[config.mk]
export PLATFORM = sky130hd
export DESIGN_NAME = lpb_regs
export DESIGN_NICKNAME = d
export VERILOG_FILES = /design/src/shared/lpb_pkg.sv /design/src/rtl/lpb_sync.sv /design/src/rtl/lpb_regs.sv
export SDC_FILE = /design/constraint.sdc
export NUM_CORES = 1
export LEC_CHECK = 0
export ABC_AREA = 0
export BUFFER_PORTS_ARGS = -buffer_cell sky130_fd_sc_hd__buf_2
export CAP_MARGIN = 20
export CORE_MARGIN = 5
export CORE_UTILIZATION = 25
export CTS_BUF_LIST = sky130_fd_sc_hd__clkbuf_8
export CTS_CLUSTER_DIAMETER = 30
export DETAILED_ROUTE_END_ITERATION = 16
export GPL_TIMING_DRIVEN = 1
export PLACE_DENSITY = 0.42
export SLEW_MARGIN = 20
export SYNTH_ARGS = -nofsm -noshare
export SYNTH_HDL_FRONTEND = slang
export SYNTH_SLANG_ARGS = --single-unit
export TNS_END_PERCENT = 1
[constraint.sdc]
create_clock -name mclk -period 4.5 [get_ports mclk]
set_input_delay 0.45 -clock mclk [delete_from_list [all_inputs] [get_ports mclk]]
set_output_delay 0.45 -clock mclk [all_outputs]
set_load 0.02 [all_outputs]
[src/shared/lpb_pkg.sv]
package lpb_pkg;

    // ----------------------------------------------------------------
    // Register map and field layout
    // ----------------------------------------------------------------
    localparam int LPB_NUM_REGS = 35;
    localparam int LPB_SHARED_BLOCKS = 16;
    localparam logic [5:0] LPB_TOP_BLOCK = 6'h31;
    localparam logic [5:0] LPB_FIRST_OWN_BLOCK = 6'h10;
    localparam logic [5:0] LPB_REG_BASE_SHIFT = 6'h0f;

    // Index 0 serves blocks 0 to 15, index n serves block n + 15
    localparam logic [LPB_NUM_REGS-1:0][31:0] LPB_LOCK_ADDR = {
        32'hffbfc002, 32'hffbfa002, 32'hffbf8002, 32'hffbf0002, 32'hffbe0002,
        32'hffbd0002, 32'hffbc0002, 32'hffbb0002, 32'hffba0002, 32'hffb90002,
        32'hffb80002, 32'hffb70002, 32'hffb60002, 32'hffb50002, 32'hffb40002,
        32'hffb30002, 32'hffb20002, 32'hffb10002, 32'hffb00002, 32'hffaf0002,
        32'hffae0002, 32'hffad0002, 32'hffac0002, 32'hffab0002, 32'hffaa0002,
        32'hffa90002, 32'hffa80002, 32'hffa70002, 32'hffa60002, 32'hffa50002,
        32'hffa40002, 32'hffa30002, 32'hffa20002, 32'hffa10002, 32'hffa00002
    };
    localparam logic [31:0] LPB_MAKER_ID_ADDR = 32'hffbc0000;
    localparam logic [31:0] LPB_PART_ID_ADDR = 32'hffbc0001;
    localparam logic [31:0] LPB_INPUT_SNAP_ADDR = 32'hffbc0100;

    localparam int LPB_WRITE_LOCK_BIT = 0;
    localparam int LPB_LOCK_DOWN_BIT = 1;
    localparam int LPB_READ_LOCK_BIT = 2;
    localparam logic [7:0] LPB_LOCK_RESET = 8'h01;
    localparam logic [7:0] LPB_READ_BLANK = 8'h00;

    localparam int LPB_GPI_WIDTH = 5;
    localparam int LPB_ID_WIDTH = 4;
    localparam logic [LPB_ID_WIDTH-1:0] LPB_BOOT_ID = 4'h0;

    // Arbitrary identification values, not tied to any real part
    localparam logic [7:0] LPB_MAKER_ID_DEFAULT = 8'h5a;
    localparam logic [7:0] LPB_PART_ID_DEFAULT = 8'h6b;

endpackage

[src/rtl/lpb_sync.sv]
`timescale 1ns/1ps

module lpb_sync #(
    parameter int WIDTH = 1
) (
    input wire logic mclk,
    input wire logic rst,
    input wire logic [WIDTH-1:0] pinIn,
    output logic [WIDTH-1:0] pinOut
);

    typedef struct packed {
        logic [WIDTH-1:0] first;
        logic [WIDTH-1:0] second;
    } lpb_sync_state_t;

    lpb_sync_state_t st;
    lpb_sync_state_t next_st;

    // ----------------------------------------------------------------
    // Two-stage synchroniser, low after reset
    // ----------------------------------------------------------------
    always_comb begin
        next_st.first = pinIn;
        next_st.second = st.first;
        if (rst) begin
            next_st = '0;
        end
    end

    always_ff @(posedge mclk) begin
        st <= next_st;
    end

    assign pinOut = st.second;

endmodule

[src/rtl/lpb_regs.sv]
`timescale 1ns/1ps

module lpb_regs
    import lpb_pkg::*;
#(
    parameter logic [7:0] MAKER_ID = LPB_MAKER_ID_DEFAULT,
    parameter logic [7:0] PART_ID = LPB_PART_ID_DEFAULT
) (
    input wire logic mclk,
    input wire logic rst,
    input wire logic interfaceResetPin_n,
    input wire logic cpuResetPin_n,
    input wire logic topBlockProtectPin_n,
    input wire logic writeProtectPin_n,
    input wire logic [LPB_GPI_WIDTH-1:0] generalInputPins,
    input wire logic [LPB_ID_WIDTH-1:0] identificationInputs,
    input wire logic regReq,
    input wire logic regWe,
    input wire logic [31:0] regAddr,
    input wire logic [7:0] regWdata,
    output logic regAck,
    output logic regHit,
    output logic [7:0] regRdata,
    input wire logic arrayOpReq,
    input wire logic [5:0] arrayOpBlock,
    output logic arrayOpGrant,
    output logic arrayOpDeny,
    input wire logic clearStatus,
    output logic blockProtStatus,
    input wire logic arrayReadReq,
    input wire logic [5:0] arrayReadBlock,
    input wire logic [7:0] arrayReadData,
    output logic arrayReadValid,
    output logic [7:0] arrayReadOut
);

    typedef struct packed {
        logic [LPB_NUM_REGS-1:0] wrLock;
        logic [LPB_NUM_REGS-1:0] rdLock;
        logic [LPB_NUM_REGS-1:0] lkDown;
        logic ack;
        logic hit;
        logic [7:0] rdata;
        logic opGrant;
        logic opDeny;
        logic protStatus;
        logic rdValid;
        logic [7:0] rdOut;
    } lpb_state_t;

    localparam int SYNC_WIDTH = LPB_GPI_WIDTH + LPB_ID_WIDTH + 4;

    lpb_state_t st;
    lpb_state_t next_st;
    logic [SYNC_WIDTH-1:0] syncOut;
    logic [LPB_GPI_WIDTH-1:0] gpiLevel;
    logic [LPB_ID_WIDTH-1:0] idLevel;
    logic tblLevel_n;
    logic wpLevel_n;
    logic intfRstLevel_n;
    logic cpuRstLevel_n;
    logic hwRst;
    logic bootCfg;
    logic [LPB_NUM_REGS-1:0] lockHit;
    logic [5:0] opIdx;
    logic [5:0] rdIdx;
    logic opProtected;

    // ----------------------------------------------------------------
    // Pin synchronisers and combined reset
    // ----------------------------------------------------------------
    lpb_sync #(
        .WIDTH(SYNC_WIDTH)
    ) u_pin_sync (
        .mclk(mclk),
        .rst(rst),
        .pinIn({generalInputPins, identificationInputs, topBlockProtectPin_n,
                writeProtectPin_n, interfaceResetPin_n, cpuResetPin_n}),
        .pinOut(syncOut)
    );

    assign gpiLevel = syncOut[SYNC_WIDTH-1 -: LPB_GPI_WIDTH];
    assign idLevel = syncOut[LPB_ID_WIDTH+3 -: LPB_ID_WIDTH];
    assign tblLevel_n = syncOut[3];
    assign wpLevel_n = syncOut[2];
    assign intfRstLevel_n = syncOut[1];
    assign cpuRstLevel_n = syncOut[0];

    // Either reset pin sets the write-lock bits and clears the read-lock and lock-down bits
    assign hwRst = rst | ~intfRstLevel_n | ~cpuRstLevel_n;
    assign bootCfg = (idLevel == LPB_BOOT_ID);

    // ----------------------------------------------------------------
    // Address and block decoding
    // ----------------------------------------------------------------
    genvar gi;
    generate
        for (gi = 0; gi < LPB_NUM_REGS; gi++) begin : g_hit
            assign lockHit[gi] = bootCfg && (regAddr == LPB_LOCK_ADDR[gi]);
        end
    endgenerate

    // Lock register index that guards a block
    function automatic logic [5:0] lpb_block_reg(input logic [5:0] blk);
        if (blk < LPB_FIRST_OWN_BLOCK) begin
            lpb_block_reg = 6'h00;
        end else begin
            lpb_block_reg = blk - LPB_REG_BASE_SHIFT;
        end
    endfunction

    assign opIdx = lpb_block_reg(arrayOpBlock);
    assign rdIdx = lpb_block_reg(arrayReadBlock);

    // Register bits, pins, or a nonexistent block all protect
    always_comb begin
        if (arrayOpBlock > LPB_TOP_BLOCK) begin
            opProtected = 1'b1;
        end else if (arrayOpBlock == LPB_TOP_BLOCK) begin
            opProtected = st.wrLock[opIdx] | ~tblLevel_n;
        end else begin
            opProtected = st.wrLock[opIdx] | ~wpLevel_n;
        end
    end

    // ----------------------------------------------------------------
    // Next-state logic
    // ----------------------------------------------------------------
    always_comb begin
        next_st = st;
        next_st.ack = regReq;
        next_st.hit = 1'b0;
        next_st.rdata = 8'h00;
        next_st.opGrant = 1'b0;
        next_st.opDeny = 1'b0;
        next_st.rdValid = arrayReadReq;
        next_st.rdOut = st.rdOut;

        if (regReq) begin
            for (int i = 0; i < LPB_NUM_REGS; i++) begin
                if (lockHit[i]) begin
                    next_st.hit = 1'b1;
                    // Reserved bits 7 to 3 read zero
                    next_st.rdata = {5'h00, st.rdLock[i], st.lkDown[i], st.wrLock[i]};
                    if (regWe && !st.lkDown[i]) begin
                        next_st.wrLock[i] = regWdata[LPB_WRITE_LOCK_BIT];
                        next_st.rdLock[i] = regWdata[LPB_READ_LOCK_BIT];
                        next_st.lkDown[i] = regWdata[LPB_LOCK_DOWN_BIT];
                    end
                end
            end
            if (bootCfg && regAddr == LPB_MAKER_ID_ADDR) begin
                next_st.hit = 1'b1;
                next_st.rdata = MAKER_ID;
            end
            if (bootCfg && regAddr == LPB_PART_ID_ADDR) begin
                next_st.hit = 1'b1;
                next_st.rdata = PART_ID;
            end
            if (bootCfg && regAddr == LPB_INPUT_SNAP_ADDR) begin
                next_st.hit = 1'b1;
                // Pins sampled at request; host keeps them steady over the cycle
                next_st.rdata = {3'h0, gpiLevel};
            end
        end

        if (arrayOpReq) begin
            next_st.opGrant = ~opProtected;
            next_st.opDeny = opProtected;
        end

        // Set wins over a simultaneous clear
        if (clearStatus) begin
            next_st.protStatus = 1'b0;
        end
        if (arrayOpReq && opProtected) begin
            next_st.protStatus = 1'b1;
        end

        if (arrayReadReq) begin
            if (st.rdLock[rdIdx]) begin
                next_st.rdOut = LPB_READ_BLANK;
            end else begin
                next_st.rdOut = arrayReadData;
            end
        end

        if (hwRst) begin
            next_st = '0;
            next_st.wrLock = '1;
        end
    end

    always_ff @(posedge mclk) begin
        st <= next_st;
    end

    assign regAck = st.ack;
    assign regHit = st.hit;
    assign regRdata = st.rdata;
    assign arrayOpGrant = st.opGrant;
    assign arrayOpDeny = st.opDeny;
    assign blockProtStatus = st.protStatus;
    assign arrayReadValid = st.rdValid;
    assign arrayReadOut = st.rdOut;

    // ----------------------------------------------------------------
    // Checks
    // ----------------------------------------------------------------
    chk_gpi_read_value: assert property (@(posedge mclk) disable iff (hwRst)
        regReq && !regWe && bootCfg && regAddr == LPB_INPUT_SNAP_ADDR
        |=> regAck && regHit && regRdata == {3'h0, $past(gpiLevel)})
        else $error("input register read returned wrong levels");

    chk_gpi_write_inert: assert property (@(posedge mclk) disable iff (hwRst)
        regReq && regWe && regAddr == LPB_INPUT_SNAP_ADDR
        |=> $stable(st.wrLock) && $stable(st.rdLock) && $stable(st.lkDown))
        else $error("write to input register changed lock state");

    chk_lockdown_sticky: assert property (@(posedge mclk) disable iff (hwRst)
        ((~st.lkDown) & $past(st.lkDown)) == '0)
        else $error("lock-down cleared without reset");

    chk_frozen_bits: assert property (@(posedge mclk) disable iff (hwRst)
        (((st.wrLock ^ $past(st.wrLock)) | (st.rdLock ^ $past(st.rdLock)))
         & $past(st.lkDown)) == '0)
        else $error("locked register bits changed");

    chk_write_update: assert property (@(posedge mclk) disable iff (hwRst)
        regReq && regWe && lockHit[0] && !st.lkDown[0]
        |=> st.wrLock[0] == $past(regWdata[0]) && st.rdLock[0] == $past(regWdata[2])
            && regHit ##1 st.wrLock[0] == $past(st.wrLock[0]))
        else $error("unlocked write did not update bits");

    chk_read_blank: assert property (@(posedge mclk) disable iff (hwRst)
        arrayReadReq && st.rdLock[rdIdx] |=> arrayReadValid && arrayReadOut == 8'h00)
        else $error("read-locked block returned data");

    chk_read_pass: assert property (@(posedge mclk) disable iff (hwRst)
        arrayReadReq && !st.rdLock[rdIdx]
        |=> arrayReadValid && arrayReadOut == $past(arrayReadData))
        else $error("unlocked block read altered");

    chk_lock_denies: assert property (@(posedge mclk) disable iff (hwRst)
        arrayOpReq && st.wrLock[opIdx] |=> arrayOpDeny && !arrayOpGrant && blockProtStatus)
        else $error("write-locked block not denied");

    chk_unlock_grants: assert property (@(posedge mclk) disable iff (hwRst)
        arrayOpReq && !st.wrLock[opIdx] && wpLevel_n && arrayOpBlock < LPB_TOP_BLOCK
        |=> arrayOpGrant && !arrayOpDeny)
        else $error("unlocked block not granted");

    chk_top_pin: assert property (@(posedge mclk) disable iff (hwRst)
        arrayOpReq && arrayOpBlock == LPB_TOP_BLOCK && !tblLevel_n |=> arrayOpDeny)
        else $error("top block not protected by pin");

    chk_wp_pin: assert property (@(posedge mclk) disable iff (hwRst)
        arrayOpReq && arrayOpBlock < LPB_TOP_BLOCK && !wpLevel_n |=> arrayOpDeny)
        else $error("block not protected by write-protect pin");

    chk_status_holds: assert property (@(posedge mclk) disable iff (hwRst)
        blockProtStatus && !clearStatus |=> blockProtStatus)
        else $error("protection status dropped without clear");

    chk_reset_default: assert property (@(posedge mclk) disable iff (1'b0)
        hwRst |=> st.wrLock == '1 && st.rdLock == '0 && st.lkDown == '0 && !blockProtStatus)
        else $error("lock registers not at default after reset");

    chk_reserved_zero: assert property (@(posedge mclk) disable iff (hwRst)
        regReq && !regWe && lockHit != '0 |=> regRdata[7:3] == 5'h00)
        else $error("reserved lock bits read non-zero");

endmodule

==> results by group <==
Clocking
  • TritonCTS Buffers: 17
  • Hold-fix buffers, CTS: 0
  • Root Buffer: clkbuf_8
  • Clock Latency Late Sink: 0.49 ns
  • Clock sinks: 152
  • H-tree level count: 4
  • Longest Clk Path Bufs: 2
  • Worst-path clk slew: 0.11 ns
  • CTS tree: built
  • Resize count post-CTS: 0
  • Post-CTS setup buffer count: 0

Synth
  • Syn_area_per_cell: 8.57 um^2
  • Yosys synthesis warning count: 0
  • Synth area leaders: dfxtp_1 (37%), mux2i_1 (9.0%), nor2_1 (6.1%)
  • Synth Register Bits: 152
  • Gate count after technology mapping: roughly 950
  • Top-count cell post-synth: dfxtp_1
  • Synth Cell Area: 8160 um^2
  • Syn_nets: 1036
  • Ys async rst share: 0%
  • Post-synth top cells: dfxtp_1 (152), nor2_1 (133), nand2_1 (88), mux2i_1 (73), a21oi_1 (59)
  • Post-synth EDFFs: 0
  • Ys flop type: dfxtp_1
  • Sequential-to-total area share from yosys stat: between 30% and 40%
  • Area fraction of the dominant cell type after synthesis: 37.3%
  • Yosys cell types: 90
  • Synth area leader: dfxtp_1

Layout
  • Final core utilization: 29.0%
  • Final Cell Area: 9390 um^2
  • Area growth syn-to-layout: 15.1%
  • Final nets: 1096
  • ANT cells: 0
  • Layout cell share with drive strength beyond 1: about a fifth

STA
  • Setup_tns: 0 ns
  • Fin worst setup slack: approximately 1.4 ns
  • Final Max Tran Viols: 0
  • RSZ-0062 raised after global routing: no
  • FMAX: approximately 330 MHz
  • Final Skew: around 0.02 ns
  • Relative slew margins: 25.0%
  • Fin crit share: 68.3%
  • Setup Viol. Count Final: 0
  • Final Hold Violating Endpoints: 0
  • Measured slew at the worst slew-check pin: 1.12 ns
  • Final Critical Period: 3.07 ns

Global route
  • Largest net degree at the start of global routing: 70
  • Vias in the first global route: 7317
  • Total track usage: between 10% and 20%
  • Total grt overflow: 0
  • Initial antenna violation count: 1
  • First-pass GRT wire length: 46600 um

Critical path
  • Worst endpoint required time: 4.86 ns
  • CP Cell Sequence: or4b_4 > nor3_4 > and3_1 > nand2_2 > nor2_1 > nor2_1 > o221a_2 > a221oi_2 > a2111oi_2
  • Setup slack, reg-to-reg: 1.43 ns
  • Crit path DAT: 3.44 ns
  • Crit path capture type: flop
  • Critical path launch point type: flop
  • Slowest stage cell, crit path: or4b_4
  • Worst path most repeated cell: nor2_1
  • Max incr delay on CP: slightly below 0.6 ns
  • Crit-path max FO: 8
  • Kind of critical path: flop to flop

Hold path
  • HP Class: input port to flop

Power
  • Peak VDD IR: 168 uV
  • Pwr per Cell Area: ~290 nW/um^2
  • Power, Total: roughly 0.0027 W
  • Static Leakage: 3.39 nW

Routing
  • DRC: 0
  • Remaining antenna violation count after routing: 0
  • Via count: 7541
  • Wire per inst: 21.5 um
  • First DRT Iteration DRCs: 624
  • Post-Route WL: 31600 um
  • Router iterations before antenna repair: 7
  • Routed vias/inst: slightly above 5

Placed design
  • Hpwl dp: 23500 um
  • Port Buffer Count: 95
  • Place WS: 1.01 ns
  • Final Wtd Congestion: ~0.94
  • Dpl cell area: 8980 um^2

Die
  • Io pins: 102
  • Num rows: 66
  • Die area: 36300 um^2
  • Initial core utilization: 25.2%
  • DIE WIDTH: 191 um
  • Chip Height: 191 um
  • Core area: 32400 um^2

Job
  • Maxcap violations: 0

Outcome
  • Status: finished clean
-- power by group --
group	switching [W]	internal [W]
clock	0.000640	0.000472
sequential	0.00000283	0.00135
combinational	0.000158	0.0000796
-- area by class of cell --
class,instances,area [um^2]
Sequential cell,152,3040
Fill cell,3550,23000
Tap cell,442,553
Multi-Input combinational cell,711,4700
Clock buffer,17,234
Inverter,16,60.1
Timing Repair Buffer,114,618
Clock inverter,15,180
-- cell families after synthesis --
group	Yosys count	share of synthesized area (%)
other cells	1	0.0460
buf+inv	89	5.08
mux	97	14.3
simple gates	413	26.1
compound gates	191	16.0
xor+xnor	5	0.537
flops	152	37.3
fa+ha+maj	4	0.614
-- stage by stage --
step | hold WS (ns) | instances
global placement | 0.418 | 1435
global route | 0.137 | 1467
floorplan | 0.414 | 952
detailed placement | 0.421 | 1435
CTS | 0.121 | 1467
finish | 0.159 | 1467
-- cells in the final DEF, fill, tap and decap left out, types with 6 or more instances in the layout --
master    count
nor3_1       28
inv_1        16
dfxtp_1     152
nand2b_1      7
nor2_1      133
inv_8         6
nand3_1      38
nand4_1       6
and3_1        7
a22o_1       11
o21ai_0      23
nor2b_1      35
or3_1         6
buf_2        95
nand2_1      88
nor4_1       11
buf_4        19
clkbuf_8     17
a211oi_1      6
a31oi_1      14
mux2_2        9
mux4_2       15
mux2i_1      73
or3_4         6
o22ai_1      12
a21oi_1      59
-- state kept, by name, indices dropped and copies added, names as in the netlist, 7 cells and up --
signal	count
u_pin_sync.st	13
u_pin_sync.pinOut	13
regRdata	7
st	105
arrayReadOut	8
-- worst paths after layout --
| path | cells past startpoint | to | from |
|---|---|---|---|
| worst max-delay path | 9 | regRdata[0] | u_pin_sync.pinOut[7] |
| worst min-delay path | 2 | u_pin_sync.st[17] | identificationInputs[0] |
| worst max register to register | 9 | regRdata[0] | u_pin_sync.pinOut[7] |
| worst min register to register | 1 | u_pin_sync.pinOut[10] | u_pin_sync.st[23] |
-- worst max-delay path: cells and delay by family (launching register included) --
kind | cells | cell delay (ns)
DFF | 1 | 0.32
AOI/OAI and AO/OA | 3 | 0.53
and+or+nand+nor | 6 | 2.09
-- layer usage --
metal | vias to the layer above | part of all wire, % | global-route usage [%]
met3 | 43 | 7.6 | 3.68
met2 | 318 | 44 | 25.5
met5 | - | 0.041 | 0
met4 | 2 | 2.2 | 5.17
li1 | 3560 | - | -
met1 | 3618 | 46 | 24.2
Power figures use the tool's default switching activity.
